==> config.mk <==
export PLATFORM = sky130hd
export DESIGN_NAME = fpd_partition_decode
export DESIGN_NICKNAME = d
export VERILOG_FILES = /design/src/fpd_pkg.sv /design/src/fpd_partition_decode.sv /design/src/fpd_addr_decode.sv
export VERILOG_INCLUDE_DIRS = /design/src /design/src/src
export SDC_FILE = /design/constraint.sdc
export NUM_CORES = 1
export LEC_CHECK = 0
export ABC_AREA = 1
export BUFFER_PORTS_ARGS = -buffer_cell sky130_fd_sc_hd__buf_2
export CAP_MARGIN = 5
export CORE_ASPECT_RATIO = 0.7
export CORE_MARGIN = 3
export CORE_UTILIZATION = 43
export CTS_BUF_LIST = sky130_fd_sc_hd__clkbuf_4
export CTS_CLUSTER_DIAMETER = 60
export DETAILED_ROUTE_END_ITERATION = 7
export PLACE_DENSITY_LB_ADDON = 0.3
export SYNTH_ARGS = -nofsm -noshare
export SYNTH_HDL_FRONTEND = slang
export SYNTH_SLANG_ARGS = --single-unit
==> constraint.sdc <==
create_clock -name clock_i -period 1.9 [get_ports clock_i]
set_clock_uncertainty 0.1 [all_clocks]
set_input_delay 0.19 -clock clock_i [delete_from_list [all_inputs] [get_ports clock_i]]
set_output_delay 0.19 -clock clock_i [all_outputs]
set_load 0.01 [all_outputs]
==> src/fpd_regs.svh <==
// constants for the flash plane and partition decoder
`ifndef FPD_REGS_SVH
`define FPD_REGS_SVH

// block geometry in words
`define FPD_MAIN_BLK_WORDS  32'h8000
`define FPD_PARAM_BLK_WORDS 32'h1000
`define FPD_MAIN_SHIFT      15
`define FPD_PARAM_SHIFT     12
`define FPD_PARAM_BLKS      8
`define FPD_MAIN_BLKS_32M   63
`define FPD_MAIN_BLKS_64M   127

// word address widths and plane index position
`define FPD_AW_32M          21
`define FPD_AW_64M          22
`define FPD_PLANE_LSB_32M   19
`define FPD_PLANE_LSB_64M   20

// plane base word addresses
`define FPD_P1_BASE_32M     22'h080000
`define FPD_P2_BASE_32M     22'h100000
`define FPD_P3_BASE_32M     22'h180000
`define FPD_TOP_32M         22'h1fffff
`define FPD_P1_BASE_64M     22'h100000
`define FPD_P2_BASE_64M     22'h200000
`define FPD_P3_BASE_64M     22'h300000
`define FPD_TOP_64M         22'h3fffff

// partition configuration codes, one boundary bit per plane seam
`define FPD_PCFG_ALL        3'h7
`define FPD_PCFG_RST_TOP    3'h4
`define FPD_PCFG_RST_BOT    3'h1

`endif

==> src/fpd_pkg.sv <==
// types and helpers for the flash plane and partition decoder
package fpd_pkg;

  typedef logic [21:0] fpd_addr_t;

  typedef struct packed {
    logic [1:0] plane;
    logic [7:0] block;
    logic       is_param;
  } fpd_loc_t;

  typedef enum logic [1:0] {
    FPD_SRC_ARRAY,
    FPD_SRC_STATUS,
    FPD_SRC_BLOCKED
  } fpd_src_t;

  typedef struct packed {
    fpd_loc_t   loc;
    logic [1:0] part;
    fpd_src_t   src;
  } fpd_rsp_t;

  // partition number of a plane: boundary bits set below it
  function automatic logic [1:0] fpd_part_of(input logic [2:0] pcfg,
                                             input logic [1:0] plane);
    logic [1:0] n;
    n = 2'h0;
    for (int i = 0; i < 3; i++) begin
      if ((i < int'(plane)) && pcfg[i]) begin
        n = n + 2'h1;
      end
    end
    return n;
  endfunction : fpd_part_of

endpackage : fpd_pkg

==> src/fpd_partition_decode.sv <==
// partition decode and dual work read routing for the flash array
//
// Behaviour
// - main blocks 32K words, parameter blocks 4K
// - small array: eight parameter, 63 main blocks
// - large array: eight parameter, 127 main blocks
// - array split into four address-selected planes
// - parameter blocks only in first or last plane
// - read other partition during program or erase
// - partitions are one to four whole planes
// - code 111 makes every plane a partition
// - plane follows word address range per density
// - partition derived from address, no select input
// - reset merges planes 0-2 or 1-3
// - read of partition busy with a local op returns status
// - no dual reads during chip erase, OTP
`timescale 1ns/1ns
`include "fpd_regs.svh"

module fpd_partition_decode #(
  parameter bit DENSITY_64 = 1'b1,
  parameter bit TOP_PARAM  = 1'b1
) (
  input  logic               clock_i,
  input  logic               srst_i,
  input  logic               cfg_wr_i,
  input  logic [2:0]         cfg_code_i,
  input  logic               req_valid_i,
  input  logic               req_read_i,
  input  fpd_pkg::fpd_addr_t req_addr_i,
  input  logic               op_busy_i,
  input  logic               op_global_i,
  input  fpd_pkg::fpd_addr_t op_addr_i,
  output logic               rsp_valid_o,
  output fpd_pkg::fpd_rsp_t  rsp_o,
  output logic [2:0]         cfg_code_o,
  output logic [3:0]         part_busy_o
);
  import fpd_pkg::*;

  localparam int PL = DENSITY_64 ? `FPD_PLANE_LSB_64M : `FPD_PLANE_LSB_32M;
  localparam logic [2:0] PCFG_RST = TOP_PARAM ? `FPD_PCFG_RST_TOP : `FPD_PCFG_RST_BOT;

  // the address type must hold the 2-bit plane index
  if (PL + 2 > $bits(fpd_addr_t)) begin : g_aw_bad
    $error("fpd_partition_decode: plane bits outside address");
  end

  fpd_loc_t   req_loc;
  fpd_loc_t   op_loc;
  logic [1:0] req_part;
  logic [1:0] op_part;
  fpd_src_t   nxt_src;
  logic [3:0] nxt_part_busy;
  logic [2:0] cfg_code_ff;
  logic       rsp_valid_ff;
  fpd_rsp_t   rsp_ff;
  logic [3:0] part_busy_ff;

  // incoming access location
  fpd_addr_decode #(
    .DENSITY_64 (DENSITY_64),
    .TOP_PARAM  (TOP_PARAM)
  ) u_req_dec (
    .clock_i (clock_i),
    .srst_i  (srst_i),
    .addr_i  (req_addr_i),
    .loc_o   (req_loc)
  );

  // location of the program or erase in flight
  fpd_addr_decode #(
    .DENSITY_64 (DENSITY_64),
    .TOP_PARAM  (TOP_PARAM)
  ) u_op_dec (
    .clock_i (clock_i),
    .srst_i  (srst_i),
    .addr_i  (op_addr_i),
    .loc_o   (op_loc)
  );

  // partition config; frozen while an operation runs, since moving a
  // boundary under a busy plane would let reads hit the plane in work
  always_ff @(posedge clock_i) begin
    if (srst_i) begin
      cfg_code_ff <= PCFG_RST;
    end else if (cfg_wr_i && !op_busy_i) begin
      cfg_code_ff <= cfg_code_i;
    end
  end

  // partitions come from plane bits and boundary code only
  assign req_part = fpd_part_of(cfg_code_ff, req_loc.plane);
  assign op_part  = fpd_part_of(cfg_code_ff, op_loc.plane);

  // read routing: array, the partition status, or refused
  always_comb begin
    nxt_src = FPD_SRC_ARRAY;
    if (req_read_i && op_busy_i) begin
      if (op_global_i) begin
        nxt_src = FPD_SRC_BLOCKED;
      end else if (req_part == op_part) begin
        nxt_src = FPD_SRC_STATUS;
      end else begin
        nxt_src = FPD_SRC_ARRAY;
      end
    end
  end

  // per-partition busy view; global ops occupy every partition
  always_comb begin
    nxt_part_busy = 4'h0;
    for (int k = 0; k < 4; k++) begin
      nxt_part_busy[k] = op_busy_i && (op_global_i || (op_part == 2'(k)));
    end
  end

  // response strobe, one cycle after each request
  always_ff @(posedge clock_i) begin
    if (srst_i) begin
      rsp_valid_ff <= 1'b0;
    end else begin
      rsp_valid_ff <= req_valid_i;
    end
  end

  // response payload holds until the next request
  always_ff @(posedge clock_i) begin
    if (srst_i) begin
      rsp_ff <= '0;
    end else if (req_valid_i) begin
      rsp_ff.loc  <= req_loc;
      rsp_ff.part <= req_part;
      rsp_ff.src  <= nxt_src;
    end
  end

  // busy flags follow the operation with one cycle of delay
  always_ff @(posedge clock_i) begin
    if (srst_i) begin
      part_busy_ff <= 4'h0;
    end else begin
      part_busy_ff <= nxt_part_busy;
    end
  end

  assign rsp_valid_o = rsp_valid_ff;
  assign rsp_o       = rsp_ff;
  assign cfg_code_o  = cfg_code_ff;
  assign part_busy_o = part_busy_ff;
endmodule : fpd_partition_decode

==> src/fpd_addr_decode.sv <==
// word address to plane and block decoder
`timescale 1ns/1ns
`include "fpd_regs.svh"

module fpd_addr_decode #(
  parameter bit DENSITY_64 = 1'b1,
  parameter bit TOP_PARAM  = 1'b1
) (
  input  logic               clock_i,
  input  logic               srst_i,
  input  fpd_pkg::fpd_addr_t addr_i,
  output fpd_pkg::fpd_loc_t  loc_o
);
  import fpd_pkg::*;

  localparam int AW    = DENSITY_64 ? `FPD_AW_64M : `FPD_AW_32M;
  localparam int PL    = DENSITY_64 ? `FPD_PLANE_LSB_64M : `FPD_PLANE_LSB_32M;
  localparam int SW    = AW - `FPD_MAIN_SHIFT;
  localparam int NMAIN = DENSITY_64 ? `FPD_MAIN_BLKS_64M : `FPD_MAIN_BLKS_32M;
  localparam logic [7:0] MAIN_CNT = 8'(NMAIN);
  localparam logic [7:0] LAST_BLK = 8'(NMAIN + `FPD_PARAM_BLKS - 1);
  localparam fpd_addr_t P1  = DENSITY_64 ? `FPD_P1_BASE_64M : `FPD_P1_BASE_32M;
  localparam fpd_addr_t P2  = DENSITY_64 ? `FPD_P2_BASE_64M : `FPD_P2_BASE_32M;
  localparam fpd_addr_t P3  = DENSITY_64 ? `FPD_P3_BASE_64M : `FPD_P3_BASE_32M;
  localparam fpd_addr_t TOP = DENSITY_64 ? `FPD_TOP_64M : `FPD_TOP_32M;

  // geometry must tile: eight parameter blocks fill one main slot
  if ((1 << `FPD_MAIN_SHIFT) != `FPD_MAIN_BLK_WORDS ||
      (1 << `FPD_PARAM_SHIFT) != `FPD_PARAM_BLK_WORDS ||
      `FPD_PARAM_BLKS * `FPD_PARAM_BLK_WORDS != `FPD_MAIN_BLK_WORDS ||
      NMAIN + 1 != (1 << SW) || PL != AW - 2) begin : g_geom_bad
    $error("fpd_addr_decode: inconsistent array geometry");
  end

  logic [SW-1:0] slot;
  logic [2:0]    sub;
  logic          is_param;

  // one 32K slot per main block; the boot slot splits into 4K blocks
  assign slot     = addr_i[AW-1:`FPD_MAIN_SHIFT];
  assign sub      = addr_i[`FPD_MAIN_SHIFT-1:`FPD_PARAM_SHIFT];
  assign is_param = TOP_PARAM ? (slot == {SW{1'b1}}) : (slot == '0);

  // blocks numbered from address zero upward; bit 21 ignored on 32M
  always_comb begin
    loc_o.plane    = addr_i[PL+1:PL];
    loc_o.is_param = is_param;
    if (is_param) begin
      loc_o.block = TOP_PARAM ? (MAIN_CNT + {5'h00, sub}) : {5'h00, sub};
    end else if (TOP_PARAM) begin
      loc_o.block = 8'(slot);
    end else begin
      loc_o.block = 8'(slot) + 8'(`FPD_PARAM_BLKS - 1);
    end
  end

  fpd_addr_t a_in;
  assign a_in = addr_i & TOP;
endmodule : fpd_addr_decode

[Yosys cells after proc, flatten, opt, wreduce, memory -nomap -nowiden]
Cells that the tools add are included.
Operators by class
  reduce and logical (&&, ||, !) cells: 18
  $lt $le $gt $ge: 6
  mux-type cells: 10
  add/subtract/negate cells: 5
  equal/unequal tests: 5
Operators with widths (number)
  logical AND 1 bit: 12
  2-to-1 mux 2 bit: 6
  adder 2 x 1 -> 2 bit, second input constant: 4
  adder 7 x 3 -> 8 bit, first input constant: 1
  < comparator 1 x 2 -> 1 bit, first input constant: 4
  2-to-1 mux 8 bit: 1
  == test 7 bit, second input constant: 1
  == test 2 bit, second input constant: 2
  logical OR 1 bit: 4
  < comparator 2 bit, first input constant: 2
  2-to-1 mux 1 bit: 3
  == test 2 x 1 -> 1 bit, second input constant: 1
  == test 2 bit: 1
  zero test 2 bit: 1
  zero test 1 bit: 1
Storage, ports and cells
  logic and storage cells: 52
  register bits: 23
  output and inout port bits: 23
  bits of input ports: 54

[Logic depth before layout (Yosys ltp)]
Gate-level depths: netlist of run 1.
  depth in word-level cells: 11
  mapped depth: 13
  gate-level depth less buffers: 12

[Cells and area by module]
A second synthesis of run 1 with hierarchy kept.
Unflattened totals
  cells, all modules: 222
  area, all modules: 1455.1 sq um
By module, submodules not included
  fpd_partition_decode: seq. area each 460.4 sq um, area an instance 1044.8 sq um, times used 1, cells an instance 146
  fpd_addr_decode: seq. area each 0.0 sq um, area an instance 205.2 sq um, times used 2, cells an instance 38

[Worst setup path before layout of run 1]
OpenSTA, ideal clock, no wires.
  kind: in2reg
  from: in req_addr_i[21]
  to: reg rsp_ff (netlist bit rsp_o[0])
  slack: 0.317 ns
  arrival time: 1.419 ns
  stages: 13
  library setup time: 0.064 ns
  required time: 1.736 ns
  buffers on the path: 1
  cells stage by stage: buf_2 o21ai_0 inv_1 ha_1 inv_1 nand4_1 nand2_1 inv_1 nand2_1 nand3_1 nor2_1 nor2_1 nor2_1
On the way
  word-level cells in the longest chain between the ends: 11
  elaborated cells on any way between the ends: 15
  those cells by class: 2 x add/sub; 3 x order compare; 1 x eq/ne; 6 x mux; 3 x reduce/logical
RTL lines
  start: declaration: line fpd_partition_decode.sv:30  | input fpd_pkg::fpd_addr_t req_addr_i,
  < comparator 1 x 2 -> 1 bit: line fpd_pkg.sv:30  | if ((i < int'(plane)) && pcfg[i]) begin
  logical AND 1 bit: line fpd_pkg.sv:30
  2-to-1 mux 1 bit: line fpd_pkg.sv:30
  adder 2 x 1 -> 2 bit: line fpd_pkg.sv:31  | n = n + 2'h1;
  2-to-1 mux 2 bit: line fpd_pkg.sv:30
  adder 2 x 1 -> 2 bit: line fpd_pkg.sv:31
  2-to-1 mux 2 bit *: line fpd_pkg.sv:30
  == test 2 bit *: line fpd_partition_decode.sv:102  | end else if (req_part == op_part) begin
  2-to-1 mux 1 bit *: line fpd_partition_decode.sv:102
  2-to-1 mux 2 bit *: line fpd_partition_decode.sv:100  | if (op_global_i) begin
  2-to-1 mux 2 bit *: line fpd_partition_decode.sv:99  | if (req_read_i && op_busy_i) begin
  end: declaration: line fpd_partition_decode.sv:57  | fpd_rsp_t rsp_ff;
Mark *: on every way between the ends. The rest lies on a longest branch, timed or not.
A chain may end at the register's enable or synchronous reset.

[Worst setup path in the final report of run 1]
  from: reg cfg_code_ff[0], in the netlist cfg_code_o[0]
  to: reg rsp_ff (netlist bit rsp_o[0])
On the way
  word-level cells in the longest chain between the ends: 10
  elaborated cells on any way between the ends: 16
  those cells by class: 4 x add/sub; 1 x eq/ne; 9 x mux; 2 x reduce/logical
RTL lines
  start: declaration: line fpd_partition_decode.sv:55  | logic [2:0] cfg_code_ff;
  start signal: assignment: line fpd_partition_decode.sv:88  | cfg_code_ff <= cfg_code_i;
  logical AND 1 bit: line fpd_pkg.sv:30
  2-to-1 mux 1 bit: line fpd_pkg.sv:30
  adder 2 x 1 -> 2 bit: line fpd_pkg.sv:31
  2-to-1 mux 2 bit: line fpd_pkg.sv:30
  adder 2 x 1 -> 2 bit: line fpd_pkg.sv:31
  2-to-1 mux 2 bit: line fpd_pkg.sv:30
  == test 2 bit *: line fpd_partition_decode.sv:102
  2-to-1 mux 1 bit *: line fpd_partition_decode.sv:102
  2-to-1 mux 2 bit *: line fpd_partition_decode.sv:100
  2-to-1 mux 2 bit *: line fpd_partition_decode.sv:99
Marked as above.

==> impl_metrics.json, run 1 <==
{
  "arrival_ns": 1.85,
  "tritoncts": "done",
  "clkTransAtPathRegs_ns": 0.12,
  "path_cells": "o21ai_0 > inv_1 > ha_1 > inv_1 > nand4_1 > nand2_1 > inv_1 > nand2_1 > nand3_1 > nor2_1 > nor2_1 > nor2_1",
  "maxSlewHeadroom_pct": 69.53,
  "ios": 77,
  "io_buffers": 44,
  "worst_ep_required_time_ns": 2.06,
  "hold_path_class": "in2reg",
  "grt_pass1_vias": 1078,
  "clock_latency_ns": 0.31,
  "ir_drop_mv": 0.3770,
  "drive_gt1_share_pct": 28.91,
  "rsz0062_at_grt": "no",
  "grt.overflow.total": 0,
  "stdcell_count": 245,
  "core_area_um2": 2515,
  "yosysTopAreaCellShare_pct": 39.57,
  "cpPeakStageDelay_ns": 0.42,
  "reg2reg_depth": 12,
  "reg2reg_from": "cfg_code_o[0]",
  "drc": 0,
  "critPathCapture": "rsp_o[0]",
  "regToRegSetupSlack_ns": 0.21,
  "path_class": "reg2reg",
  "fmax_mhz": 591.7,
  "worst_pin_slew_ns": 0.4565,
  "hpwl_mm": 2.290,
  "cp-start-kind": "register",
  "syn_area_per_cell_um2": 7.052,
  "fin_nets": 272,
  "hold_viol": 0,
  "clk_path_buf_depth": 2,
  "antenna_found_initial": 0,
  "cap_viol_max_count": 0,
  "yosys.area.top_type": "dfxtp_1",
  "cts-resized-gates": 0,
  "critPathLaunch": "cfg_code_o[0]",
  "ant_nets": 0,
  "wl_per_cell_um": 12.05,
  "grt_pass1_wl_mm": 4.692,
  "antenna_cells": 0,
  "avgViaCountPerCell": 4.988,
  "grt_max_degree": 17,
  "finalSetupViolations": 0,
  "crit_path_max_fanout": 5,
  "n_fill_cell": 249,
  "ys_warn_count": 0,
  "leakage_nw": 0.8087,
  "die_w_um": 68.18,
  "wirelength_mm": 2.952,
  "drt_pass1_iterations": 4,
  "power.density_nw_per_um2": 658.7,
  "seq_area_frac_synth_pct": 39.57,
  "dieArea_um2": 3376,
  "synth_area_leaders": "dfxtp_1 (40%), nand2_1 (12%), inv_1 (7.1%)",
  "tns_ns": 0,
  "die_y_um": 49.53,
  "postSynthCellCount": 165,
  "synthDistinctLibCells": 22,
  "cts.sinks": 23,
  "rows": 15,
  "slowest_stage": "dfxtp_1",
  "fin_crit_sh_pct": 88.95,
  "fin_crit_ns": 1.690,
  "start_util_pct": 46.27,
  "dp.cells": 239,
  "drt_iter0_drc": 68,
  "r2r_end": "rsp_o[0]",
  "cts-root-buf": "clkbuf_4",
  "synth.cell_area_um2": 1164,
  "synth_nets": 225,
  "final-max-slew-violation-count": 0,
  "run_status": "finished, final reports clean",
  "cts_buffers": 3,
  "h-tree-depth": 1,
  "syn2layout_area_growth_pct": 25.38,
  "place_congestion": 0.9011,
  "ys_ff_latch": 23,
  "vias": 1222,
  "track_usage_pct": 18.19,
  "end_kind": "register"
}
[report_power, final]
group / switching (mW) / total, mW / leakage, nW / internal, mW
clock: 0.142 / 0.239 / 0.0184 / 0.0964
combinational: 0.122 / 0.198 / 0.601 / 0.0762
sequential: 0.0151 / 0.524 / 0.190 / 0.509
total: 0.279 / 0.961 / 0.809 / 0.682
[layout by cell type, fill, tap and decap left out, types with 2 or more instances in the layout]
cell type	count
inv_1	22
nand3_1	15
a21oi_1	12
dfxtp_1	23
nand4_1	2
o211ai_1	4
o21ai_0	8
clkbuf_4	4
nor2_1	10
inv_2	5
nor2_4	2
ha_1	6
nor3_1	2
nand2_1	37
dlygate4sd3_1	2
o21ai_1	5
nor2_2	3
buf_2	44
[per-stage QoR]
stage                     cell area, um^2  setup WS (ns)  utilization [%]  hold WS (ns)  power [mW]
after floorplan                      1164         0.3173                -        0.1569      0.6474
after global placement               1409         0.2124            56.02        0.3106      0.7175
after detailed placement             1409         0.1473            56.02        0.3114      0.7272
after CTS                            1459         0.2212            58.01       0.01456      0.9681
after global routing                 1459        0.04324            58.01       0.02154       1.013
final                                1459         0.2100            58.01       0.02293      0.9609
[Yosys cell counts, drive strengths merged]
library cell and instances:
ha 6, and3 1, a31oi 1, dfxtp 23
nand3 15, nand2 39, buf 2, nor3 2
clkbuf 2, o21a 1, nor2 15, a21oi 12
inv 27, o211ai 4, nand4 2, o21ai 13
[routing by layer]
| metal | global-route usage, % | wire (um) |
|---|---|---|
| met1 | 24.23 | 1338 |
| met2 | 28.64 | 1365 |
| met3 | 5.467 | 210 |
| met4 | 4.290 | 37 |
| met5 | 0 | 0 |
[critical path: cells and delay by family, from the launching register on]
kind            cells  cell delay (ns)
compound gates      1             0.15
fa+ha+maj           1             0.24
buf+inv             3             0.23
flops               1             0.42
simple gates        7             0.49
[how the worst min path moves through the flow]
| stage | startpoint | to | slack (ns) | depth (start not counted) |
|---|---|---|---|---|
| floorplan | srst_i | rsp_o[12] | 0.16 | 1 |
| global placement | cfg_code_i[2] | cfg_code_o[2] | 0.31 | 3 |
| detailed placement | cfg_code_i[2] | cfg_code_o[2] | 0.31 | 3 |
| CTS | cfg_code_i[0] | cfg_code_o[0] | 0.01 | 3 |
| global route | cfg_code_i[0] | cfg_code_o[0] | 0.02 | 3 |
| finish | cfg_code_i[0] | cfg_code_o[0] | 0.02 | 3 |
[layout make-up]
cell class | count | area (um^2) | share of cell area, %
clock buffer | 4 | 30.03 | 2.058
inverter | 27 | 101.3 | 6.947
multi-input combinational | 111 | 584.3 | 40.05
sequential | 23 | 460.4 | 31.56
tap | 34 | 42.54 | 2.916
timing repair buffer | 46 | 240.2 | 16.47
[registers in the layout, indices dropped and copies added, names as in the netlist]
name	count
part_busy_o	4
rsp_o	15
cfg_code_o	3
rsp_valid_o	1
[kinds of logic after synthesis]
logic type,synth area share [%]
buf+inv,10.22
flops,39.57
compound gates,14.52
fa+ha+maj,6.451
simple gates,29.25
[repair_timing]
action / 4_1_cts / 5_1_grt
setup buffers: 0 / 0
hold buffers: 2 / 0
hold endpoints to repair: 2 / 0
Power figures use the tool's default switching activity.
==> run 2: changes to the inputs <==
Settings changed: CORE_UTILIZATION 43 to 39.
Clock period 1.9 ns to 1.5 ns, I/O delays scaled along.
==> run 2 against run 1 <==
Die area up 9.2%. Critical path depth unchanged. Sequential share of layout area down 2.8 points. Cell area up 11%. Hold slack better by 0.0034 ns. Fmax up 14%. Wire length down 4.1%. Sequential power up 27%. Highest routed layer unchanged.
==> impl_metrics.json, run 2 (synthesis gave the netlist of run 1 again) <==
{
  "run_status": "finished, final reports clean",
  "dp_slack_ns": -0.1014,
  "avgViaCountPerCell": 4.674,
  "grt.overflow.total": 0,
  "die_w_um": 71.29,
  "fin_crit_ns": 1.478,
  "p_total_mw": 1.249,
  "end_kind": "register",
  "cap_viol_max_count": 0,
  "vias": 1206,
  "cts-root-buf": "clkbuf_4",
  "cts_buffers": 3,
  "postCtsSetupBuffers": 0,
  "stdcell_count": 258,
  "holdPathEnd": "cfg_code_o[1]",
  "regToRegSetupSlack_ns": 0.02,
  "worst_pin_slew_ns": 0.4381,
  "path_cells": "o21ai_4 > inv_2 > ha_4 > inv_2 > nand4_1 > nand2_1 > inv_2 > nand2_1 > nand3_1 > nor2_1 > nor2_1 > nor2_1",
  "ant_nets": 0,
  "layout_setup_ws_ns": 0.02175,
  "power.internal_mw": 0.8981,
  "grt_max_degree": 17,
  "hold_viol": 0,
  "final_cell_mix": "buf_2 (44), nand2_1 (35), dfxtp_1 (21)",
  "fmax_mhz": 676.5,
  "ios": 77,
  "slowest_stage": "dfxtp_4",
  "drt_iter0_drc": 52,
  "drive_gt1_share_pct": 38.39,
  "start_util_pct": 43.97,
  "core_area_um2": 2646,
  "leakage_nw": 0.8600,
  "fin_nets": 285,
  "grt_pass1_wl_mm": 4.761,
  "place_congestion": 0.7664,
  "worst_ep_required_time_ns": 1.65,
  "largest_reg_flops": 15,
  "rsz0062_at_grt": "yes",
  "cpPeakStageDelay_ns": 0.38,
  "final_common_cell": "buf_2",
  "clk_path_buf_depth": 2,
  "r2r_end": "rsp_o[0]",
  "drt_pass1_iterations": 4,
  "worst_hold_slack_ns": 0.02636,
  "crit_path_max_fanout": 4,
  "path_class": "reg2reg",
  "tritoncts": "done",
  "finalSetupViolations": 0,
  "dp.cells": 249,
  "drc": 0,
  "hold_path_depth": 3,
  "wl_per_cell_um": 10.97,
  "reg2reg_depth": 12,
  "power.density_nw_per_um2": 772.2,
  "track_usage_pct": 16.15,
  "wirelength_mm": 2.831,
  "dieArea_um2": 3685,
  "p_clk_share_pct": 23.2,
  "antenna_cells": 0,
  "final-max-slew-violation-count": 0,
  "switching_share_pct": 28.10,
  "hpwl_mm": 2.241,
  "rows": 15,
  "cts.sinks": 23,
  "fin_crit_sh_pct": 98.55,
  "combPwrFrac_pct": 23.6,
  "ir_drop_mv": 0.6616,
  "grt_pass1_vias": 1079,
  "clock_latency_ns": 0.30,
  "h-tree-depth": 1,
  "hp-start": "cfg_code_i[1]",
  "syn2layout_area_growth_pct": 39.03,
  "cp-start-kind": "register",
  "maxSlewHeadroom_pct": 70.76,
  "io_buffers": 44,
  "hold_path_class": "in2reg",
  "reg2reg_from": "cfg_code_o[0]",
  "antenna_found_initial": 0,
  "switching_power_mw": 0.3511,
  "power_frac_seq_pct": 53.2,
  "arrival_ns": 1.62,
  "clkTransAtPathRegs_ns": 0.12,
  "die_y_um": 51.70
}
run 2: cell types whose count changed in the layout (fill, tap and decap cells not counted), moves of 2 or more:
cell           before  now
ha_1                6    4
nand2_1            37   35
nand2_2             1    3
inv_1              22   16
buf_4               0   10
ha_4                0    2
dfxtp_1            23   21
inv_2               5   11
dlygate4sd3_1       2    5
run 2: how the worst max path moves through the flow:
stage | start | end | slack, ns
floorplan | cfg_code_o[0] | rsp_o[0] | 0.009
global placement | cfg_code_o[0] | rsp_o[0] | -0.05
detailed placement | cfg_code_o[0] | rsp_o[0] | -0.10
finish | cfg_code_o[0] | rsp_o[0] | 0.02
CTS | cfg_code_o[0] | rsp_o[0] | 0.003
global route | cfg_code_o[0] | rsp_o[0] | -0.13
run 2: what timing repair did:
item                                    in CTS  in global routing
hold buffers                                 5                  0
pin swaps                                    2                  2
endpoints found under the hold margin        8                  0
resized for setup                            9                  7
endpoints found under the setup margin       1                  5
run 2: final cells by class:
cell class                 instances  area [um^2]
sequential                        23        465.4
tap                               34        42.54
timing repair buffer              59        345.3
multi-input combinational        111        633.1
inverter                          27        101.3
fill                             257         1028
clock buffer                       4        30.03
run 2: through the flow:
| step | area, um^2 | setup TNS, ns | util (%) |
|---|---|---|---|
| 2_1_floorplan | 1167 | 0 | - |
| 3_3_place_gp | 1488 | -0.04523 | 56.22 |
| 3_5_place_dp | 1488 | -0.1014 | 56.22 |
| 4_1_cts | 1602 | 0 | 60.52 |
| 5_1_grt | 1618 | -0.1281 | 61.13 |
| 6_report | 1618 | 0 | 61.13 |
run 2: power groups by stage:
stage / logic (mW) / clock network, mW / registers, mW
after floorplan: 0.128 / 0 / 0.693
after CTS: 0.288 / 0.307 / 0.664
after global placement: 0.266 / 0 / 0.677
after global routing: 0.334 / 0.334 / 0.670
final: 0.294 / 0.290 / 0.665
after detailed placement: 0.269 / 0 / 0.678
run 2: routing by layer:
| metal | global-route usage, % | routed length (um) |
|---|---|---|
| met1 | 22.42 | 1381 |
| met2 | 25.30 | 1216 |
| met3 | 5.019 | 218 |
| met4 | 1.875 | 14 |
| met5 | 0 | 0 |
run 2: critical path: cells and delay by family, from the launching register on:
family,cells,cell delay [ns]
buffers and inverters,3,0.15
adders and majority gates,1,0.21
DFF,1,0.38
and+or+nand+nor,7,0.53
AOI/OAI and AO/OA,1,0.06
==> run 3: changes to the inputs <==
Settings changed: BUFFER_PORTS_ARGS -buffer_cell sky130_fd_sc_hd__buf_2 to unset, CORE_ASPECT_RATIO 0.7 to 0.8, CORE_UTILIZATION 39 to 58, DONT_BUFFER_PORTS set to 1.
==> run 3 against run 2 <==
The flow now finishes with violations (negative hold slack, negative setup slack). Register-to-register slack lost 0.07 ns. Sequential share of layout area grew 1.4 points. Sequential power grew 3%. Global-route usage grew 11 points. Count of clock-buffer cells in the layout is the same. Fmax shrank 4.4%. Non-clock buffer count shrank 29. Die area shrank 30%. First-iteration DRC count grew 88%. Critical endpoint unchanged. Largest cell class unchanged.
==> impl_metrics.json, run 3 (synthesis gave the netlist of run 1 again) <==
{
  "crit_path_max_fanout": 4,
  "drc": 0,
  "run_status": "finished, violations left",
  "dieArea_um2": 2583,
  "fin_crit_sh_pct": 103.1,
  "path_cells": "o21ai_4 > inv_2 > ha_4 > inv_2 > nand4_1 > nand2_2 > inv_2 > nand2_1 > nand3_1 > nor2_1 > nor2_1 > nor2_1",
  "path_depth": 12,
  "rsz0062_at_grt": "yes",
  "regArea_um2": 465.4,
  "tritoncts": "done",
  "fin_crit_ns": 1.546,
  "power.density_nw_per_um2": 804.5,
  "avgViaCountPerCell": 5.793,
  "ant_nets": 0,
  "ios": 77,
  "drt_pass1_iterations": 4,
  "crit_buf_inv": 3,
  "syn2layout_area_growth_pct": 32.80,
  "placed_area_um2": 1222,
  "end_kind": "register",
  "io_buffers": 0,
  "clkTransAtPathRegs_ns": 0.12,
  "regToRegSetupSlack_ns": -0.05,
  "wl_per_cell_um": 15.95,
  "drt_iter0_drc": 98,
  "finalSetupViolations": 2,
  "clock_latency_ns": 0.31,
  "postLayoutCellArea_um2": 1545,
  "tns_ns": -0.07693,
  "postCtsHoldBufs": 23,
  "antenna_found_initial": 0,
  "core_area_um2": 1757,
  "cts_buffers": 3,
  "cts.sinks": 23,
  "hold_path_class": "in2reg",
  "rows": 13,
  "grt_pass1_wl_mm": 5.347,
  "cts-root-buf": "clkbuf_4",
  "fin_nets": 256,
  "arrival_ns": 1.71,
  "place_congestion": 0.7934,
  "hold_viol": 1,
  "grt_max_degree": 16,
  "ir_drop_mv": 1.025,
  "die_w_um": 56.08,
  "fmax_mhz": 646.8,
  "start_util_pct": 66.24,
  "layout_setup_ws_ns": -0.04608,
  "path_delay_family": "simple AND/OR/NAND/NOR gates",
  "drive_gt1_share_pct": 20.51,
  "largest_reg_flops": 15,
  "cp-start-kind": "register",
  "hold_path_depth": 1,
  "worst_ep_required_time_ns": 1.66,
  "clk_path_buf_depth": 2,
  "dp_slack_ns": -0.1191,
  "vias": 1257,
  "worst_hold_slack_ns": -0.2113,
  "maxSlewHeadroom_pct": 68.31,
  "n_fill_cell": 83,
  "cpPeakStageDelay_ns": 0.39,
  "h-tree-depth": 1,
  "final_common_cell": "nand2_1",
  "final-max-slew-violation-count": 0,
  "grt.overflow.total": 0,
  "worst_pin_slew_ns": 0.4748,
  "track_usage_pct": 26.69,
  "violations": "negative hold slack, negative setup slack",
  "path_class": "reg2reg",
  "multi_input_area_um2": 638.1,
  "leakage_nw": 0.7356,
  "slowest_stage": "dfxtp_4",
  "final_cell_mix": "nand2_1 (33), dlygate4sd3_1 (23), dfxtp_1 (21)",
  "wirelength_mm": 3.461,
  "die_y_um": 46.06,
  "antenna_cells": 0,
  "hpwl_mm": 2.038,
  "cap_viol_max_count": 0,
  "reg2reg_depth": 12,
  "grt_pass1_vias": 1237
}
## run 3: cell types whose count changed in the layout (fill, tap and decap cells not counted), sizes merged
| cell | before | now |
|---|---|---|
| dlygate4sd3 | 5 | 23 |
| buf | 54 | 7 |
## run 3: cell type report
type / count / share of cell area, %
multi-input cells: 111 / 41.30
flip-flops and latches: 23 / 30.12
repair buffers: 30 / 18.30
inverters: 27 / 6.559
clock buffers: 4 / 1.943
well taps: 22 / 1.781
## run 3: final timing paths
path | start | to
min reg2reg | rsp_o[6] | rsp_o[6]
min | srst_i | rsp_o[0]
max | cfg_code_o[0] | rsp_o[0]
max reg2reg | cfg_code_o[0] | rsp_o[0]
## run 3: per-stage QoR
stage | std cells | power, mW | util [%]
finish | 217 | 1.243 | 87.96
global route | 217 | 1.297 | 87.96
CTS | 216 | 1.211 | 86.47
detailed placement | 189 | 0.8656 | 69.59
global placement | 189 | 0.8557 | 69.59
floorplan | 165 | 0.8209 | -
## run 3: what timing repair did
| item | in CTS | in global routing |
|---|---|---|
| gates resized for setup | 12 | 6 |
| pin swaps | 3 | 2 |
| buffers inserted | 0 | 1 |
| endpoints found under the setup margin | 3 | 7 |
| hold endpoints to repair | 23 | 1 |
## run 3: metal layers
layer | vias to the layer above | wire length [um] | GRT usage, %
li1 | 590 | - | -
met1 | 559 | 1279 | 27.74
met2 | 90 | 1607 | 48.72
met3 | 18 | 438 | 12.04
met4 | 0 | 135 | 9.953
met5 | - | 0 | 0
## run 3: power by group
group          internal (mW)  switching, mW
Sequential             0.645         0.0387
Combinational          0.122          0.134
Clock                  0.122          0.181
Total                  0.889          0.354
